--- src/verilog/dao_defines.vh ---
// register offsets, field positions, reset values and timing counts
`ifndef DAO_DEFINES_VH
`define DAO_DEFINES_VH
`define DAO_OFF_CTRL 8'h00
`define DAO_OFF_FMT 8'h04
`define DAO_OFF_DELAY 8'h08
`define DAO_OFF_STAT 8'h0C
`define DAO_OFF_ISTAT 8'h10
`define DAO_OFF_IMASK 8'h14
`define DAO_OFF_DATA 8'h18
// control register fields
`define DAO_CTRL_LPF_LSB 0
`define DAO_CTRL_AGC_EN 8
`define DAO_CTRL_TAP_POST 9
`define DAO_CTRL_EMPH_LSB 10
`define DAO_CTRL_PRESET_LSB 16
// format register fields
`define DAO_FMT_RATE_LSB 0
`define DAO_FMT_SYNC_LSB 4
`define DAO_FMT_WLEN_LSB 8
`define DAO_FMT_DITHER 12
`define DAO_FMT_PRO 13
// delay register fields
`define DAO_DLY_MODE_LSB 0
`define DAO_DLY_MS_LSB 8
// delay modes: 1 to 4 are one frame at 30, 29.97, 25 and 24 fps
`define DAO_DLY_MODE_MIN 3'h0
`define DAO_DLY_MODE_MS 3'h5
// reset values
`define DAO_CTRL_RST 32'h00C8_01C8
`define DAO_FMT_RST 32'h0000_2002
`define DAO_DELAY_RST 32'h0000_1800
// lowpass limits in units of 100 Hz, then ms delay limits in ms
`define DAO_LPF_MIN 8'h64
`define DAO_LPF_MAX 8'hC8
`define DAO_LPF_32K 8'h96
`define DAO_DLY_MIN_MS 8'h18
`define DAO_DLY_MAX_MS 8'h3C
// sample rate codes
`define DAO_RATE_32 3'h0
`define DAO_RATE_44 3'h1
`define DAO_RATE_48 3'h2
`define DAO_RATE_88 3'h3
`define DAO_RATE_96 3'h4
// sync source codes
`define DAO_SYNC_INT 2'h0
`define DAO_SYNC_IN1 2'h1
`define DAO_SYNC_IN2 2'h2
// word length codes
`define DAO_WL_24 3'h0
`define DAO_WL_20 3'h1
`define DAO_WL_18 3'h2
`define DAO_WL_16 3'h3
`define DAO_WL_14 3'h4
// lock qualification time and clock rate
`define DAO_LOCK_QUAL_MS 1000
`define DAO_CLK_KHZ 200000
`define DAO_LOCK_QUAL_CYC (`DAO_LOCK_QUAL_MS * `DAO_CLK_KHZ)
// interrupt bits
`define DAO_IRQ_FALLBACK 0
`define DAO_IRQ_RELOCK 1
`endif

--- src/verilog/dao_output_config.v ---
// digital audio output configuration, sync selection and word shaping
//
// Our own choices: the AXI4-Lite register port and the placing of the registers.
`timescale 1ns/1ps
`include "dao_defines.vh"

// What this block does
// - bandwidth is the lower of the configured maximum lowpass and preset.
// - a control bit switches the internal gain control stage on or off.
// - the gain-control tap output is taken before or after equalization.
// - delay is minimum, one frame at 30/29.97/25/24 fps, or 24 to 60 ms.
// - output sample rate is 32, 44.1, 48, 88.2 or 96 kHz.
// - at 32 kHz output rate the bandwidth is capped at 15 kHz.
// - timing source is internal, digital input 1 or digital input 2.
// - with external source valid, output rate locks to the input rate.
// - when external lock is unavailable, timing falls back to internal.
// - external sync resumes only after one second of continuous lock.
// - external lock is permitted only when output and input rates match.
// - output words are 24 bits, truncated to 20, 18, 16 or 14 bits.
// - optional high-pass dither is added before truncation, scaled.
// - dither is first-order noise shaped, at most 3 dB above white.
// - channel status is professional or consumer per format setting.
// - preemphasis feeds sidechain and limiter, deemphasized after.
module dao_output_config #(
  parameter LOCK_QUAL_CYC = `DAO_LOCK_QUAL_CYC
) (
  input wire aclk,
  input wire aresetn,
  input wire [7:0] s_axi_awaddr,
  input wire s_axi_awvalid,
  output reg s_axi_awready,
  input wire [31:0] s_axi_wdata,
  input wire [3:0] s_axi_wstrb,
  input wire s_axi_wvalid,
  output reg s_axi_wready,
  output reg [1:0] s_axi_bresp,
  output reg s_axi_bvalid,
  input wire s_axi_bready,
  input wire [7:0] s_axi_araddr,
  input wire s_axi_arvalid,
  output reg s_axi_arready,
  output reg [31:0] s_axi_rdata,
  output reg [1:0] s_axi_rresp,
  output reg s_axi_rvalid,
  input wire s_axi_rready,
  input wire in1_lock,
  input wire [2:0] in1_rate,
  input wire in2_lock,
  input wire [2:0] in2_rate,
  input wire link_clk,
  output reg agc_enable,
  output reg gain_control_tap_route,
  output reg [7:0] lowpass_cutoff,
  output reg [2:0] delay_mode,
  output reg [7:0] delay_ms,
  output reg [1:0] emph_sel,
  output reg emph_sidechain_en,
  output reg emph_deemph_en,
  output reg [2:0] out_rate,
  output reg src_lock_en,
  output reg [1:0] src_sel,
  output reg pro_status,
  output reg [23:0] out_word,
  output reg out_word_valid,
  output reg irq
);

  // ----------------------------------------------------------------
  // configuration registers and bus state
  // ----------------------------------------------------------------
  reg [31:0] ctrl_q;
  reg [31:0] fmt_q;
  reg [31:0] dly_q;
  reg [1:0] istat_q;
  reg [1:0] imask_q;
  reg [23:0] sample_q;
  reg [7:0] awaddr_q;
  reg aw_held_q;
  reg [31:0] wdata_q;
  reg [3:0] wstrb_q;
  reg w_held_q;

  // byte lane merge used for the control, format, delay and data registers
  function [31:0] merge;
    input [31:0] old;
    input [31:0] nw;
    input [3:0] be;
    integer i;
    begin
      merge = old;
      for (i = 0; i < 4; i = i + 1)
        if (be[i]) merge[i*8 +: 8] = nw[i*8 +: 8];
    end
  endfunction

  // truncation mask for a word length code
  function [23:0] wl_mask;
    input [2:0] code;
    begin
      case (code)
        `DAO_WL_20: wl_mask = 24'hFFFFF0;
        `DAO_WL_18: wl_mask = 24'hFFFFC0;
        `DAO_WL_16: wl_mask = 24'hFFFF00;
        `DAO_WL_14: wl_mask = 24'hFFFC00;
        default: wl_mask = 24'hFFFFFF;
      endcase
    end
  endfunction

  // ----------------------------------------------------------------
  // synchronisers for pins from outside the clock domain
  // ----------------------------------------------------------------
  reg [8:0] sync1_q;
  reg [8:0] sync2_q;
  reg lclk_prev_q;
  always @(posedge aclk) begin
    if (!aresetn) begin
      sync1_q <= 9'h000;
      sync2_q <= 9'h000;
      lclk_prev_q <= 1'b0;
    end else begin
      sync1_q <= {link_clk, in2_rate, in2_lock, in1_rate, in1_lock};
      sync2_q <= sync1_q;
      lclk_prev_q <= sync2_q[8];
    end
  end
  wire lclk_rise = sync2_q[8] & ~lclk_prev_q;

  // ----------------------------------------------------------------
  // write channel: address and data taken in either order
  // ----------------------------------------------------------------
  wire wr_go = aw_held_q & w_held_q & ~s_axi_bvalid;
  wire ev_fall;
  wire ev_relock;
  wire [1:0] ev_vec = {ev_relock, ev_fall};
  // sample register is 24 bits wide, the merged bus word 32
  wire [31:0] data_mrg = merge({8'h00, sample_q}, wdata_q, wstrb_q);
  always @(posedge aclk) begin
    if (!aresetn) begin
      s_axi_awready <= 1'b1;
      s_axi_wready <= 1'b1;
      s_axi_bvalid <= 1'b0;
      s_axi_bresp <= 2'h0;
      aw_held_q <= 1'b0;
      w_held_q <= 1'b0;
      awaddr_q <= 8'h00;
      wdata_q <= 32'h0000_0000;
      wstrb_q <= 4'h0;
      ctrl_q <= `DAO_CTRL_RST;
      fmt_q <= `DAO_FMT_RST;
      dly_q <= `DAO_DELAY_RST;
      imask_q <= 2'h0;
      sample_q <= 24'h000000;
      istat_q <= 2'h0;
    end else begin
      if (s_axi_awvalid && s_axi_awready) begin
        awaddr_q <= s_axi_awaddr;
        aw_held_q <= 1'b1;
        s_axi_awready <= 1'b0;
      end
      if (s_axi_wvalid && s_axi_wready) begin
        wdata_q <= s_axi_wdata;
        wstrb_q <= s_axi_wstrb;
        w_held_q <= 1'b1;
        s_axi_wready <= 1'b0;
      end
      // event set wins over a write-one clear in the same cycle
      istat_q <= istat_q | ev_vec;
      if (wr_go) begin
        aw_held_q <= 1'b0;
        w_held_q <= 1'b0;
        s_axi_bvalid <= 1'b1;
        s_axi_bresp <= 2'h0;
        case ({awaddr_q[7:2], 2'b00})
          `DAO_OFF_CTRL: ctrl_q <= merge(ctrl_q, wdata_q, wstrb_q);
          `DAO_OFF_FMT: fmt_q <= merge(fmt_q, wdata_q, wstrb_q);
          `DAO_OFF_DELAY: dly_q <= merge(dly_q, wdata_q, wstrb_q);
          `DAO_OFF_ISTAT:
            if (wstrb_q[0])
              istat_q <= (istat_q & ~wdata_q[1:0]) | ev_vec;
          `DAO_OFF_IMASK: if (wstrb_q[0]) imask_q <= wdata_q[1:0];
          `DAO_OFF_DATA: sample_q <= data_mrg[23:0];
          `DAO_OFF_STAT: s_axi_bresp <= 2'h0;
          default: s_axi_bresp <= 2'h2;
        endcase
      end
      if (s_axi_bvalid && s_axi_bready) begin
        s_axi_bvalid <= 1'b0;
        s_axi_awready <= 1'b1;
        s_axi_wready <= 1'b1;
      end
    end
  end

  // ----------------------------------------------------------------
  // field decode
  // ----------------------------------------------------------------
  wire [7:0] cfg_lpf = ctrl_q[`DAO_CTRL_LPF_LSB +: 8];
  wire [7:0] preset_lpf = ctrl_q[`DAO_CTRL_PRESET_LSB +: 8];
  wire [2:0] cfg_rate = fmt_q[`DAO_FMT_RATE_LSB +: 3];
  wire [1:0] cfg_sync = fmt_q[`DAO_FMT_SYNC_LSB +: 2];
  wire [2:0] cfg_wl = fmt_q[`DAO_FMT_WLEN_LSB +: 3];
  wire [2:0] cfg_dmode = dly_q[`DAO_DLY_MODE_LSB +: 3];
  wire [7:0] cfg_dms = dly_q[`DAO_DLY_MS_LSB +: 8];
  // codes above the ms mode fall back to minimum delay
  wire [2:0] dmode_eff = (cfg_dmode > `DAO_DLY_MODE_MS) ? `DAO_DLY_MODE_MIN
                                                        : cfg_dmode;

  // clamp the configured ceiling into its legal span
  wire [7:0] lpf_clamp = (cfg_lpf < `DAO_LPF_MIN) ? `DAO_LPF_MIN :
                         (cfg_lpf > `DAO_LPF_MAX) ? `DAO_LPF_MAX : cfg_lpf;
  wire [7:0] lpf_ceiling = (cfg_rate == `DAO_RATE_32 &&
                            lpf_clamp > `DAO_LPF_32K) ? `DAO_LPF_32K
                                                      : lpf_clamp;
  wire [7:0] lpf_eff = (preset_lpf < lpf_ceiling) ? preset_lpf
                                                  : lpf_ceiling;
  // clamp ms delay to the 24..60 range
  wire [7:0] dms_eff = (cfg_dms < `DAO_DLY_MIN_MS) ? `DAO_DLY_MIN_MS :
                       (cfg_dms > `DAO_DLY_MAX_MS) ? `DAO_DLY_MAX_MS :
                       cfg_dms;

  // ----------------------------------------------------------------
  // sync source qualification state machine
  // ----------------------------------------------------------------
  localparam ST_INT = 2'h0;
  localparam ST_QUAL = 2'h1;
  localparam ST_EXT = 2'h2;
  reg [1:0] st_q;
  reg [31:0] qual_q;
  reg [1:0] sync_cfg_q;
  wire sel_lock = (cfg_sync == `DAO_SYNC_IN1) ? sync2_q[0] :
                  (cfg_sync == `DAO_SYNC_IN2) ? sync2_q[4] : 1'b0;
  wire [2:0] sel_rate = (cfg_sync == `DAO_SYNC_IN2) ? sync2_q[7:5]
                                                    : sync2_q[3:1];
  // rates must match, valid signal present
  wire lock_ok = sel_lock && (sel_rate == cfg_rate) &&
                 (sel_rate <= `DAO_RATE_96);
  assign ev_fall = (st_q == ST_EXT) && !lock_ok;
  assign ev_relock = (st_q == ST_QUAL) &&
                     (qual_q >= LOCK_QUAL_CYC - 1) && lock_ok;
  always @(posedge aclk) begin
    if (!aresetn) begin
      st_q <= ST_INT;
      qual_q <= 32'h0000_0000;
      sync_cfg_q <= 2'h0;
    end else begin
      sync_cfg_q <= cfg_sync;
      case (st_q)
        ST_INT: begin
          qual_q <= 32'h0000_0000;
          if (cfg_sync != `DAO_SYNC_INT && lock_ok) st_q <= ST_QUAL;
        end
        ST_QUAL: begin
          if (!lock_ok || cfg_sync != sync_cfg_q) begin
            st_q <= ST_INT;
            qual_q <= 32'h0000_0000;
          end else if (ev_relock) begin
            st_q <= ST_EXT;
          end else begin
            qual_q <= qual_q + 32'h0000_0001;
          end
        end
        ST_EXT: begin
          if (!lock_ok || cfg_sync != sync_cfg_q) st_q <= ST_INT;
        end
        default: st_q <= ST_INT;
      endcase
    end
  end

  // ----------------------------------------------------------------
  // dither: lfsr noise, first-order high-pass shaping
  // ----------------------------------------------------------------
  reg [15:0] lfsr_q;
  reg [11:0] rnd_prev_q;
  wire [11:0] rnd_now = lfsr_q[11:0];
  // first-difference keeps excess power at most 3 dB over white
  wire [12:0] hp = {1'b0, rnd_now} - {1'b0, rnd_prev_q};
  wire [5:0] wl_shift = (cfg_wl == `DAO_WL_20) ? 6'h03 :
                        (cfg_wl == `DAO_WL_18) ? 6'h05 :
                        (cfg_wl == `DAO_WL_16) ? 6'h07 :
                        (cfg_wl == `DAO_WL_14) ? 6'h09 : 6'h00;
  wire [23:0] dith = (wl_shift == 6'h00) ? 24'h000000 :
                     {{11{hp[12]}}, hp} << wl_shift;
  wire [23:0] dsum = fmt_q[`DAO_FMT_DITHER] ? sample_q + dith
                                            : sample_q;

  // ----------------------------------------------------------------
  // output word per sample tick, status and interrupt outputs
  // ----------------------------------------------------------------
  // ticks come from the link clock for external and internal sources alike
  wire tick = lclk_rise;
  always @(posedge aclk) begin
    if (!aresetn) begin
      lfsr_q <= 16'hACE1;
      rnd_prev_q <= 12'h000;
      out_word <= 24'h000000;
      out_word_valid <= 1'b0;
      agc_enable <= 1'b0;
      gain_control_tap_route <= 1'b0;
      lowpass_cutoff <= `DAO_LPF_MAX;
      delay_mode <= 3'h0;
      delay_ms <= `DAO_DLY_MIN_MS;
      emph_sel <= 2'h0;
      emph_sidechain_en <= 1'b0;
      emph_deemph_en <= 1'b0;
      out_rate <= `DAO_RATE_48;
      src_lock_en <= 1'b0;
      src_sel <= 2'h0;
      pro_status <= 1'b1;
      irq <= 1'b0;
    end else begin
      out_word_valid <= tick;
      if (tick) begin
        lfsr_q <= {lfsr_q[14:0], lfsr_q[15] ^ lfsr_q[13] ^
                   lfsr_q[12] ^ lfsr_q[10]};
        rnd_prev_q <= rnd_now;
        out_word <= dsum & wl_mask(cfg_wl);
      end
      agc_enable <= ctrl_q[`DAO_CTRL_AGC_EN];
      gain_control_tap_route <= ctrl_q[`DAO_CTRL_TAP_POST];
      lowpass_cutoff <= lpf_eff;
      delay_mode <= dmode_eff;
      delay_ms <= dms_eff;
      emph_sel <= ctrl_q[`DAO_CTRL_EMPH_LSB +: 2];
      emph_sidechain_en <= ctrl_q[`DAO_CTRL_EMPH_LSB +: 2] != 2'h0;
      emph_deemph_en <= ctrl_q[`DAO_CTRL_EMPH_LSB +: 2] != 2'h0;
      out_rate <= (cfg_rate > `DAO_RATE_96) ? `DAO_RATE_48 : cfg_rate;
      src_lock_en <= (st_q == ST_EXT);
      src_sel <= (st_q == ST_EXT) ? cfg_sync : `DAO_SYNC_INT;
      pro_status <= fmt_q[`DAO_FMT_PRO];
      irq <= |(istat_q & imask_q);
    end
  end

  // ----------------------------------------------------------------
  // read channel
  // ----------------------------------------------------------------
  always @(posedge aclk) begin
    if (!aresetn) begin
      s_axi_arready <= 1'b1;
      s_axi_rvalid <= 1'b0;
      s_axi_rdata <= 32'h0000_0000;
      s_axi_rresp <= 2'h0;
    end else begin
      if (s_axi_arvalid && s_axi_arready) begin
        s_axi_arready <= 1'b0;
        s_axi_rvalid <= 1'b1;
        s_axi_rresp <= 2'h0;
        case ({s_axi_araddr[7:2], 2'b00})
          `DAO_OFF_CTRL: s_axi_rdata <= ctrl_q;
          `DAO_OFF_FMT: s_axi_rdata <= fmt_q;
          `DAO_OFF_DELAY: s_axi_rdata <= dly_q;
          `DAO_OFF_STAT: s_axi_rdata <= {16'h0000, lpf_eff, 4'h0,
                                         lock_ok, st_q, src_lock_en};
          `DAO_OFF_ISTAT: s_axi_rdata <= {30'h0, istat_q};
          `DAO_OFF_IMASK: s_axi_rdata <= {30'h0, imask_q};
          `DAO_OFF_DATA: s_axi_rdata <= {8'h00, sample_q};
          default: begin
            s_axi_rdata <= 32'h0000_0000;
            s_axi_rresp <= 2'h2;
          end
        endcase
      end
      if (s_axi_rvalid && s_axi_rready) begin
        s_axi_rvalid <= 1'b0;
        s_axi_arready <= 1'b1;
      end
    end
  end

endmodule // dao_output_config

--- config.mk ---
export PLATFORM = sky130hd
export DESIGN_NAME = dao_output_config
export DESIGN_NICKNAME = d
export VERILOG_FILES = /design/src/verilog/dao_output_config.v
export VERILOG_INCLUDE_DIRS = /design/src /design/src/verilog
export SDC_FILE = /design/constraint.sdc
export NUM_CORES = 1
export LEC_CHECK = 0
export BUFFER_PORTS_ARGS = -buffer_cell sky130_fd_sc_hd__buf_2
export CAP_MARGIN = 10
export CORE_MARGIN = 3
export CORE_UTILIZATION = 33
export CTS_CLUSTER_SIZE = 25
export DETAILED_ROUTE_END_ITERATION = 16
export GPL_TIMING_DRIVEN = 1
export PLACE_DENSITY = 0.56
export SLEW_MARGIN = 10
export SYNTH_ARGS = -nofsm -noshare
export SYNTH_HDL_FRONTEND = slang
export SYNTH_SLANG_ARGS = --single-unit
--- constraint.sdc ---
create_clock -name aclk -period 12.8 [get_ports aclk]
set_input_delay 0.64 -clock aclk [delete_from_list [all_inputs] [get_ports aclk]]
set_output_delay 0.64 -clock aclk [all_outputs]
set_load 0.02 [all_outputs]
# Yosys cells after proc, flatten, opt, wreduce, memory -nomap -nowiden
# Index checks and enable logic that the tools add are counted.
# Widths: inputs -> output; s select.
[word_totals] ff_bits=351 in_bits=68 output_inout_bits=99 wordCells=190
[op_classes] add_sub_neg=3 n_lt_le_gt_ge=10 eq_ne=26 n_shift=1 n_mux=31 n_bitwise=15 reduce_logical=51
[ops] op="$pmux 32 s7" n=1
[ops] op="$mux 24" n=4
[ops] op="$mux 32" n=2
[ops] op="$pmux 32 s2" n=1
[ops] op="$reduce_and 3->1" n=17
[ops] op="$pmux 10 s4" n=1
[ops] op="$eq 6x3->1 const B" n=6
[ops] op="$add 32x1->32 const B" n=1
[ops] op="$ge 32x28->1 const B" n=1
[ops] op="$mux 8" n=4
[ops] op="$add 24x24->24" n=1
[ops] op="$and 24x24->24" n=1
[ops] op="$eq 6x2->1 const B" n=4
[ops] op="$shl 24x4->24" n=1
[ops] op="$logic_not 6->1" n=3
[ops] op="$mux 2" n=9
[ops] op="$gt 8x8->1 const B" n=2
[ops] op="$mux 4" n=4
[ops] op="$reduce_or 2->1" n=7
[ops] op="$reduce_or 7->1" n=2
[ops] op="$sub 12x12->13" n=1
[ops] op="$eq 6x1->1 const B" n=2
[ops] op="$logic_and 1x1->1" n=12
[ops] op="$gt 8x6->1 const B" n=1
[ops] op="32 further kinds" n=49

# Longest topological paths before layout
# Gate-level depths: netlist (run 1).
[depth] ltp_word=11 mapped_depth=22

# Worst setup path after synthesis (run 1)
# No wires, ideal clock.
[synth_timing] path_type="reg-to-reg" from="register lfsr_q[2]" to="register out_word[22]" setup_time_ns=0.141 arrival_ns=4.114 required_time_ns=12.659 slack_ns=8.545 path_stages_with_launch=21 path_buffers=0 synth_period_minus_slack_ns=4.255 cell_sequence="dfxtp_1 > inv_1 > ha_1 > nor2b_1 > o21a_1 > o21a_1 > o21a_1 > or3_1 > a31oi_1 > nand2_1 > o21ai_0 > o22ai_1 > ha_1 > and2_1 > nand3_1 > or4_1 > a31oi_1 > o221a_2 > nor2_1 > o2111ai_1 > a41oi_1"
[synth_via] elab_chain_len=6
[synth_lines] element="start, declared" line_no="dao_output_config.v:274" rtl="reg [15:0] lfsr_q;"
[synth_lines] element="start signal, assigned" line_no="dao_output_config.v:315" rtl="lfsr_q <= {lfsr_q[14:0], lfsr_q[15] ^ lfsr_q[13] ^"
[synth_lines] element="$sub 12x12->13" line_no="dao_output_config.v:278" rtl="wire [12:0] hp = {1'b0, rnd_now} - {1'b0, rnd_prev_q};"
[synth_lines] element="$shl 24x4->24" line_no="dao_output_config.v:284" rtl="{{11{hp[12]}}, hp} << wl_shift;"
[synth_lines] element="$mux 24" line_no="dao_output_config.v:283" rtl="wire [23:0] dith = (wl_shift == 6'h00) ? 24'h000000 :"
[synth_lines] element="$add 24x24->24" line_no="dao_output_config.v:285" rtl="wire [23:0] dsum = fmt_q[`DAO_FMT_DITHER] ? sample_q + dith"
[synth_lines] element="$mux 24" line_no="dao_output_config.v:285"
[synth_lines] element="$and 24x24->24" line_no="dao_output_config.v:318" rtl="out_word <= dsum & wl_mask(cfg_wl);"
[synth_lines] element="end signal, assigned" line_no="dao_output_config.v:318"
[synth_lines] element="end, declared" line_no="dao_output_config.v:63" rtl="output reg [23:0] out_word,"
# No other way between the ends.
# A chain may end at the register's enable or synchronous reset.

# Worst setup path in the final report (run 1)
[layout_timing] from="register lfsr_q[3]" to="register out_word[16]"
# Same word-level chain as after synthesis.

==> results of run 1 <==
[per-layer routing]
metal  global-route usage  part of all wire  vias to the layer above  wire, µm
li1                     -                 -                     6591         -
met5                    0                 0                        -         0
met4               0.0628             0.030                        0      1410
met3               0.0311             0.050                       71      2290
met2                0.293              0.46                      318     21200
met1                0.241              0.46                     6264     21300
[cells by family (layout without fill, tap and decap cells)]
kind of cell    count (synthesis)  in the layout  synth area share
compound gates                406            406             0.164
xor+xnor                       46             46            0.0259
fa+ha+maj                      45             45            0.0371
buf+inv                       139            286            0.0372
flops                         340            340             0.437
mux                           158            158             0.105
other cells                     1              8          0.000241
simple gates                  668            668             0.195
[stage by stage]
stage / util / hold WS (ns) / total power, mW / worst slack, ns / cell area [µm²]
2_1_floorplan: - / 0.406 / 1.19 / 8.55 / 15600
3_3_place_gp: 0.367 / 0.424 / 1.24 / 7.97 / 16900
3_5_place_dp: 0.367 / 0.424 / 1.24 / 7.93 / 16900
4_1_cts: 0.396 / 0.255 / 2.38 / 7.90 / 18200
5_1_grt: 0.396 / 0.283 / 2.44 / 7.40 / 18200
6_report: 0.396 / 0.287 / 2.35 / 7.82 / 18200
[critical path, delay by kind of cell, from the launching register on]
family / cells / cell delay, ns
AO/OA/AOI/OAI: 10 / 2.18
AND/OR/NAND/NOR: 7 / 1.51
adder cells (fa/ha/maj): 2 / 0.71
flip-flops: 1 / 0.38
buffers and inverters: 1 / 0.06
[placed cells by master, fill, tap and decap left out, types with 34 or more instances in the layout]
| master | count |
|---|---|
| sky130_fd_sc_hd__mux2i_1 | 146 |
| sky130_fd_sc_hd__inv_1 | 40 |
| sky130_fd_sc_hd__nand3_1 | 46 |
| sky130_fd_sc_hd__a22oi_1 | 56 |
| sky130_fd_sc_hd__a21oi_1 | 176 |
| sky130_fd_sc_hd__o21ai_0 | 41 |
| sky130_fd_sc_hd__nand2_1 | 196 |
| sky130_fd_sc_hd__dfxtp_1 | 340 |
| sky130_fd_sc_hd__clkbuf_16 | 40 |
| sky130_fd_sc_hd__ha_1 | 43 |
| sky130_fd_sc_hd__nor3_1 | 34 |
| sky130_fd_sc_hd__nor2_1 | 256 |
| sky130_fd_sc_hd__buf_2 | 160 |
[cell type report]
class | count | share of cell area
Tap cell | 600 | 0.0413
Multi-Input combinational cell | 1331 | 0.454
Clock buffer | 48 | 0.0600
Timing Repair Buffer | 175 | 0.0502
Sequential cell | 340 | 0.374
Inverter | 42 | 0.00894
Clock inverter | 21 | 0.0118
[sequential cells by signal (all words and copies together) (netlist names), 16 cells and up]
| signal | cells |
|---|---|
| out_word | 24 |
| lfsr_q | 16 |
| wdata_q | 32 |
| s_axi_rdata | 32 |
| dly_q | 32 |
| qual_q | 32 |
| fmt_q | 32 |
| ctrl_q | 32 |
| sample_q | 24 |
[path summary, 6_finish.rpt]
| kind | end | cells past startpoint |
|---|---|---|
| setup reg to reg | out_word[16] | 20 |
| hold reg to reg | sync2_q[3] | 1 |
| setup / recovery | out_word[16] | 20 |
| hold / removal | s_axi_wready | 2 |
[power breakdown]
part | total [mW] | switching [mW] | internal [mW]
clock network | 1.13 | 0.462 | 0.670
logic | 0.124 | 0.0831 | 0.0410
registers | 1.09 | 0.0174 | 1.08
total | 2.35 | 0.563 | 1.79
==> out/results.md, run 1 <==
- total number of clock tree sinks: 340
- total clock buffers created by CTS: 39
- pin count of the biggest net entering global routing: 143
- total area of sequential cells: 6810 µm²
- number of fillers in the final layout: 4644
- Max Root-Sink Buffers: 3
- number of global-route vias before repair: 12800
- Total Routed Length: 46.2 mm
- half-perimeter wire length after detailed placement: 32.6 mm
- endpoint required time on the critical path: 13.20 ns
- cell type contributing the most total cell area after synthesis: sky130_fd_sc_hd__dfxtp_1
- final critical delay including setup and external delays: 4.98 ns
- cell with the largest stage delay on the worst path: sky130_fd_sc_hd__or4_1
- relative area change from synthesis to final layout: 16.8%
- drt pass-1 iters: 5
- post-CTS clock slew at the launch and capture registers of the worst setup and hold paths: 0.06 ns
- CTS tree: done
- port bufs: 160
- distinct cell type count after synthesis: 72
- post-synthesis area per instance: 8.64 µm²
- layout net count: 2042
- number of synthesis warnings: 0
- top cells by count, synth: sky130_fd_sc_hd__dfxtp_1, sky130_fd_sc_hd__nor2_1, sky130_fd_sc_hd__nand2_1
- final weighted congestion in routability-driven placement: 0.887
- Reg2Reg Launch Point: lfsr_q[3]
- Initial DRC Count: 949
- synth top area cells: sky130_fd_sc_hd__dfxtp_1, sky130_fd_sc_hd__mux2i_1, sky130_fd_sc_hd__nor2_1
- GRT overflow: 0
- antenna violations before repair: 0
- cell chosen for the clock root: sky130_fd_sc_hd__clkbuf_16
- leakage power of the design: 7.34 nW
- portion of the clock cycle consumed by the worst path in the final layout: 0.389
- Async S/R FF share, synth: 0
- arrival time reported for the critical path endpoint: 5.38 ns
- GRT Total Usage: 0.180
- number of nets with antenna violations after routing: 0
- Post-CTS Setup Inserts: 0
- final setup violation count: 0
- layout cell share with drive strength beyond 1: 0.145
- Critical Path Max Stage Delay: 0.54 ns
- register area share after synthesis: 0.437
- status: completed
- count of H-tree levels built during CTS: 2
- peak ir drop on the vdd network: 0.0863 mV
- crit-path max FO: 5
- Critical Path, Cell by Cell: inv_1 -> ha_1 -> nor2b_1 -> o31a_1 -> o21a_1 -> nor3_1 -> nor3_1 -> a31oi_1 -> nand2_1 -> o21ai_0 -> o22ai_1 -> ha_1 -> and2_1 -> nand3_1 -> or4_1 -> a31oi_1 -> o21ai_0 -> a21boi_0 -> o31a_1 -> a21oi_1
- count of mapped cells out of synthesis: 1803
- cell area after technology mapping: 15600 µm²
- count of inserted antenna diode cells: 0
- upper clock frequency limit: 201 MHz
- floorplan die area: 49900 µm²
- final clock skew: 0.0222 ns
- critical path capture point type: flop
- DR WL/cell: 18.1 µm
- Top Ports: 167
- non-filler instance count after layout: 2557
- slew at the pin closest to its max-slew limit: 1.14 ns
- Hold Path Class: input pin to flop
- die extent in y: 223 µm
- crit path launch type: flop
- total of cells resized after clock tree synthesis: 0
- count of pins over their slew limit: 0
- most frequently used flop master after synthesis: sky130_fd_sc_hd__dfxtp_1
- reg-to-reg setup timing slack: 7.82 ns
- chip width: 223 µm
- area occupied by multi-input gates: 8260 µm²
- number of failing hold endpoints at the final stage: 0
- flops & latches, synth: 340
- Yosys top cell area share: 0.437
- Slew Limit Headroom: 0.239
- Post-synth EDFFs: 0
- class of the most critical setup path: flop to flop
- max-capacitance violation count: 0
- starting density of the core: 0.339
- number of hold buffers added after CTS: 0
- source of the critical timing path: lfsr_q[3]
- Total Negative Setup Slacks: 0 ns
- startpoint of the lowest-slack hold path: s_axi_wvalid
- first-pass GRT wire length: 72.6 mm
- DRC violations left: 0
- routed vias: 13200
- most repeated cell in the gate-level netlist after synthesis: sky130_fd_sc_hd__dfxtp_1
- worst skew pair latency: 0.55 ns
- area of the core: 46000 µm²
- placed cells: 2488
- setup repair after global routing missed its margin: false
- mean number of vias per cell: 5.18
- power density over cell area: 129 nW/µm²
- number of cell rows: 78
(Power assumes the default switching activity.)
==> run 2: changes to the inputs <==
--- a/config.mk
+++ b/config.mk
@@ -6,6 +6,7 @@
 export SDC_FILE = /design/constraint.sdc
 export NUM_CORES = 1
 export LEC_CHECK = 0
+export ABC_AREA = 1
 export BUFFER_PORTS_ARGS = -buffer_cell sky130_fd_sc_hd__buf_2
 export CAP_MARGIN = 10
 export CORE_MARGIN = 3
==> constraint.sdc (replaced) <==
create_clock -name aclk -period 5.02 [get_ports aclk]
set_input_delay 0.251 -clock aclk [delete_from_list [all_inputs] [get_ports aclk]]
set_output_delay 0.251 -clock aclk [all_outputs]
set_load 0.02 [all_outputs]
==> out/results.md, run 2 <==
- worst skew pair latency: 0.56 ns
- source of the critical timing path: lfsr_q[0]
- DRC violations left: 0
- Post-synth EDFFs: 0
- setup slack after layout: 0.468 ns
- class of the most critical setup path: flop to flop
- GRT overflow: 0
- antenna violations before repair: 2
- sum of met2 wire segment lengths after detailed routing: 21.2 mm
- leakage power of the design: 7.97 nW
- non-filler instance count after layout: 2971
- number of nets with antenna violations after routing: 0
- highest-count cells in the layout ignoring fill and taps: sky130_fd_sc_hd__dfxtp_1, sky130_fd_sc_hd__nand2_1, sky130_fd_sc_hd__nor2_1
- crit-path max FO: 4
- half-perimeter wire length after detailed placement: 35.3 mm
- port bufs: 160
- routed length on met3: 2.84 mm
- area after detailed placement: 17000 µm²
- cell chosen for the clock root: sky130_fd_sc_hd__clkbuf_16
- Async S/R FF share, synth: 0
- die extent in y: 224 µm
- reg-to-reg setup timing slack: 0.47 ns
- cell area after technology mapping: 15600 µm²
- mean number of vias per cell: 4.94
- chip width: 224 µm
- sum of internal, switching and leakage power: 6.07 mW
- highest routing layer actually used: met5
- GRT Total Usage: 0.188
- endpoint of the worst register-to-register path: out_word[22]
- Post-Place Setup Slack: 0.237 ns
- number of global-route vias before repair: 13700
- Worst setup endpoint: out_word[22]
- cell depth of the worst flop-to-flop path: 27
- most frequently used flop master after synthesis: sky130_fd_sc_hd__dfxtp_1
- post-CTS clock slew at the launch and capture registers of the worst setup and hold paths: 0.06 ns
- floorplan die area: 50000 µm²
- critical path capture point type: flop
- top cells by count, synth: sky130_fd_sc_hd__dfxtp_1, sky130_fd_sc_hd__nand2_1, sky130_fd_sc_hd__nor2_1
- layout net count: 2447
- Max Root-Sink Buffers: 3
- area of the core: 46700 µm²
- placed cells: 2843
- pin count of the biggest net entering global routing: 113
- Slew Limit Headroom: 0.212
- Hold Path Class: input pin to flop
- count of H-tree levels built during CTS: 2
- power density over cell area: 323 nW/µm²
- slew at the pin closest to its max-slew limit: 1.18 ns
- Min Hold Slack: 0.0551 ns
- status: completed
- max-capacitance violation count: 0
- Top Ports: 167
- count of pins over their slew limit: 0
- flops & latches, synth: 340
- area of all placed cells without fillers: 18800 µm²
- peak ir drop on the vdd network: 0.251 mV
- upper clock frequency limit: 220 MHz
- number of synthesis warnings: 0
- post-synthesis area per instance: 7.30 µm²
- final clock skew: 0.0204 ns
- arrival time reported for the critical path endpoint: 5.03 ns
- total clock buffers created by CTS: 40
- number of cell rows: 79
- CTS tree: done
- Total Routed Length: 48.5 mm
- cell type contributing the most total cell area after synthesis: sky130_fd_sc_hd__dfxtp_1
- Yosys top cell area share: 0.435
- starting density of the core: 0.335
- first-pass GRT wire length: 75.1 mm
- layout cell share with drive strength beyond 1: 0.125
- most repeated cell in the gate-level netlist after synthesis: sky130_fd_sc_hd__dfxtp_1
- total number of clock tree sinks: 340
- final critical delay including setup and external delays: 4.55 ns
- register area share after synthesis: 0.435
- Metal-1 WL: 23.2 mm
- number of failing hold endpoints at the final stage: 0
- Reg2Reg Launch Point: lfsr_q[0]
- routed vias: 14700
- number of fillers in the final layout: 4877
- distinct cell type count after synthesis: 60
- final setup violation count: 0
- DR WL/cell: 16.3 µm
- final weighted congestion in routability-driven placement: 0.881
- relative area change from synthesis to final layout: 20.3%
- portion of the clock cycle consumed by the worst path in the final layout: 0.907
- count of mapped cells out of synthesis: 2143
- Initial DRC Count: 1028
- endpoint required time on the critical path: 5.50 ns
- drt pass-1 iters: 5
- synth top area cells: sky130_fd_sc_hd__dfxtp_1, sky130_fd_sc_hd__nand2_1, sky130_fd_sc_hd__o21ai_0
- setup repair after global routing missed its margin: true
- crit path launch type: flop
- most common library cell in the layout ignoring fill and taps: sky130_fd_sc_hd__dfxtp_1
run 2: cell count changes in the layout (fill, tap and decap cells not counted), sizes merged, moves of 16 or more:
cell         delta
o21ai         +216
inv           +196
nand2         +162
mux2i         -139
a21oi          +68
a22oi          -54
dlygate4sd3    +53
and2           -33
o22ai          +27
nor2           +20
nand3          +19
xnor2          -16
run 2: worst max-delay path, cell delays in order, from the launching register on:
cell and delay [ns]:
sky130_fd_sc_hd__dfxtp_1 0.31, sky130_fd_sc_hd__inv_1 0.06, sky130_fd_sc_hd__ha_1 0.22, sky130_fd_sc_hd__fa_1 0.40, sky130_fd_sc_hd__nand3b_1 0.17, sky130_fd_sc_hd__nand2_1 0.13
sky130_fd_sc_hd__a21oi_1 0.12, sky130_fd_sc_hd__o21ai_1 0.20, sky130_fd_sc_hd__a21oi_1 0.10, sky130_fd_sc_hd__o21bai_2 0.20, sky130_fd_sc_hd__nand2_1 0.09, sky130_fd_sc_hd__nand3_1 0.11
sky130_fd_sc_hd__nand3_1 0.09, sky130_fd_sc_hd__o21ai_0 0.14, sky130_fd_sc_hd__o22ai_1 0.14, sky130_fd_sc_hd__ha_1 0.40, sky130_fd_sc_hd__nand2_1 0.11, sky130_fd_sc_hd__nor4_2 0.38
sky130_fd_sc_hd__a21oi_4 0.12, sky130_fd_sc_hd__o21bai_1 0.22, sky130_fd_sc_hd__nand2_1 0.07, sky130_fd_sc_hd__nand2_1 0.10, sky130_fd_sc_hd__a21oi_1 0.07, sky130_fd_sc_hd__o21bai_1 0.16
sky130_fd_sc_hd__a21oi_1 0.08, sky130_fd_sc_hd__o21ai_0 0.09, sky130_fd_sc_hd__nand2_1 0.07, sky130_fd_sc_hd__a21oi_1 0.11
run 2: how the worst min path moves through the flow:
stage / startpoint / end / slack, ns / cells after the start
6_report: s_axi_awaddr[3] / awaddr_q[3] / 0.06 / 3
2_1_floorplan: in1_lock / sync1_q[0] / 0.35 / 2
3_3_place_gp: sync1_q[5] / sync2_q[5] / 0.40 / 2
4_1_cts: s_axi_awaddr[3] / awaddr_q[3] / 0.03 / 3
3_5_place_dp: sync1_q[6] / sync2_q[6] / 0.40 / 2
5_1_grt: s_axi_awaddr[3] / awaddr_q[3] / 0.10 / 3
run 2: power by group:
part | internal [mW] | switching [mW]
clock | 1.61 | 1.18
combinational | 0.166 | 0.296
sequential | 2.76 | 0.0647
total | 4.53 | 1.54
run 2: area by class of cell:
| type | count | area (µm²) | area share |
|---|---|---|---|
| Clock buffer | 56 | 1150 | 0.0612 |
| Sequential cell | 340 | 6810 | 0.362 |
| Tap cell | 607 | 759 | 0.0404 |
| Antenna cell | 1 | 2.50 | 0.000133 |
| Inverter | 245 | 921 | 0.0489 |
| Clock inverter | 15 | 109 | 0.00578 |
| Multi-Input combinational cell | 1474 | 7590 | 0.403 |
| Timing Repair Buffer | 233 | 1480 | 0.0788 |
run 2: what timing repair did:
action                                  4_1_cts  5_1_grt
endpoints found under the setup margin        0        5
setup buffers                                 0        3
resized for setup                             0        9
endpoints found under the hold margin        56        0
hold buffers                                 53        0
run 2: routing by layer:
| metal | track usage | vias up |
|---|---|---|
| li1 | - | 7479 |
| met1 | 0.262 | 6752 |
| met2 | 0.297 | 370 |
| met3 | 0.0370 | 79 |
| met4 | 0.0563 | 4 |
| met5 | 0 | - |
run 2: kinds of logic after synthesis:
| logic type | after synthesis | share of synthesized area |
|---|---|---|
| and+or+nand+nor | 760 | 0.202 |
| AOI/OAI and AO/OA | 609 | 0.212 |
| DFF | 340 | 0.435 |
| buffers and inverters | 336 | 0.0833 |
| adders and majority gates | 45 | 0.0370 |
| xor gates and xnor gates | 44 | 0.0246 |
| muxes | 8 | 0.00544 |
| other | 1 | 0.000240 |
run 2: stage by stage:
step                 util  TNS [ns]
detailed placement  0.364         0
finish              0.403         0
CTS                 0.402         0
global route        0.403  -0.00925
global placement    0.364         0
floorplan               -         0
==> run 3: changes to the inputs <==
==> constraint.sdc (replaced) <==
create_clock -name aclk -period 4.25 [get_ports aclk]
set_input_delay 0.2125 -clock aclk [delete_from_list [all_inputs] [get_ports aclk]]
set_output_delay 0.2125 -clock aclk [all_outputs]
set_load 0.02 [all_outputs]
==> out/results.md, run 3 (synthesis results as in run 2) <==
- number of global-route vias before repair: 14300
- floorplan die area: 50000 µm²
- drt pass-1 iters: 5
- non-filler instance count after layout: 3043
- layout cell share with drive strength beyond 1: 0.179
- Top Ports: 167
- Initial DRC Count: 946
- status: completed
- first-pass GRT wire length: 77.9 mm
- layout net count: 2520
- number of failing hold endpoints at the final stage: 0
- total area of sequential cells: 6810 µm²
- count of inserted antenna diode cells: 0
- GRT Total Usage: 0.193
- mean number of vias per cell: 4.95
- cell with the largest stage delay on the worst path: sky130_fd_sc_hd__dfxtp_4
- final critical delay including setup and external delays: 4.11 ns
- port bufs: 160
- critical path capture point type: flop
- count of pins over their slew limit: 0
- die extent in y: 224 µm
- chip width: 224 µm
- placed cells: 2910
- crit path launch type: flop
- half-perimeter wire length after detailed placement: 36.2 mm
- Min Hold Slack: 0.151 ns
- starting density of the core: 0.335
- antenna violations before repair: 4
- most common library cell in the layout ignoring fill and taps: sky130_fd_sc_hd__dfxtp_1
- CTS tree: done
- Top cell by count, worst path: sky130_fd_sc_hd__nand2_1
- cell chosen for the clock root: sky130_fd_sc_hd__clkbuf_16
- count of H-tree levels built during CTS: 2
- pin count of the biggest net entering global routing: 114
- peak ir drop on the vdd network: 0.268 mV
- arrival time reported for the critical path endpoint: 4.51 ns
- relative area change from synthesis to final layout: 26.6%
- final setup violation count: 0
- post-CTS clock slew at the launch and capture registers of the worst setup and hold paths: 0.06 ns
- final weighted congestion in routability-driven placement: 0.922
- final clock skew: 0.0183 ns
- Total Routed Length: 49.7 mm
- Max Root-Sink Buffers: 3
- total number of clock tree sinks: 340
- highest-count cells in the layout ignoring fill and taps: sky130_fd_sc_hd__dfxtp_1, sky130_fd_sc_hd__nand2_1, sky130_fd_sc_hd__nor2_1
- setup repair after global routing missed its margin: true
- DR WL/cell: 16.3 µm
- number of cell rows: 79
- upper clock frequency limit: 244 MHz
- number of nets with antenna violations after routing: 0
- slew at the pin closest to its max-slew limit: 1.02 ns
- Slew Limit Headroom: 0.317
- endpoint required time on the critical path: 4.66 ns
- GRT overflow: 0
- portion of the clock cycle consumed by the worst path in the final layout: 0.966
- area occupied by multi-input gates: 7930 µm²
- total clock buffers created by CTS: 38
- power density over cell area: 373 nW/µm²
- leakage power of the design: 8.46 nW
- number of fillers in the final layout: 4839
- worst skew pair latency: 0.56 ns
- max-capacitance violation count: 0
- class of the most critical setup path: flop to flop
- routed vias: 15100
- Critical Path Max Stage Delay: 0.37 ns
- Hold Path Class: input pin to flop
- DRC violations left: 0
- area of the core: 46700 µm²
- crit-path max FO: 3
run 3: cell type report:
cell class / instances / share of cell area
clock buffers: 57 / 0.0577
clock inverters: 12 / 0.00808
inverters: 245 / 0.0465
multi-input cells: 1474 / 0.400
flip-flops and latches: 340 / 0.344
well taps: 607 / 0.0383
repair buffers: 308 / 0.105
run 3: stage by stage:
stage	setup TNS, ns	worst slack (ns)	cell area [µm²]	util	total power, mW
final	0	0.145	19800	0.425	7.39
after global routing	-0.816	-0.179	19800	0.425	7.67
after CTS	-0.0218	-0.0115	19400	0.415	7.44
after detailed placement	-0.956	-0.243	17500	0.375	3.95
after global placement	-0.329	-0.167	17500	0.375	3.95
after floorplan	0	0.246	15700	-	3.73
run 3: report_power, final:
part	internal, mW	switching (mW)
Clock	2.05	1.36
Sequential	3.26	0.0763
Combinational	0.254	0.384
Total	5.57	1.82
run 3: routing by layer:
metal,GRT usage,wire [µm],vias to the layer above
met5,0,41,-
met4,0.0613,1420,6
met3,0.0294,2630,95
met2,0.303,21700,397
met1,0.274,23900,6944
li1,-,-,7632
run 3: worst max-delay path, delay by kind of cell, from the launching register on:
kind,cells,cell delay [ns]
AOI/OAI and AO/OA,16,1.83
and+or+nand+nor,10,0.83
adders and majority gates,2,0.63
DFF,1,0.37
xor gates and xnor gates,1,0.20
buffers and inverters,2,0.11
run 3: final timing paths:
path,from,end,slack (ns),cells after the start
worst max-delay path,lfsr_q[2],out_word[22],0.14,31
worst max register to register,lfsr_q[2],out_word[22],0.14,31
worst min register to register,sync1_q[8],sync2_q[8],0.41,2
worst min-delay path,s_axi_awvalid,s_axi_awready,0.15,4
run 3: what timing repair did:
action | 4_1_cts | 5_1_grt
setup endpoints to repair | 9 | 14
gates resized for setup | 13 | 103
setup buffers | 0 | 12
endpoints found under the hold margin | 56 | 0
hold buffers | 53 | 0
pin swaps | 0 | 57
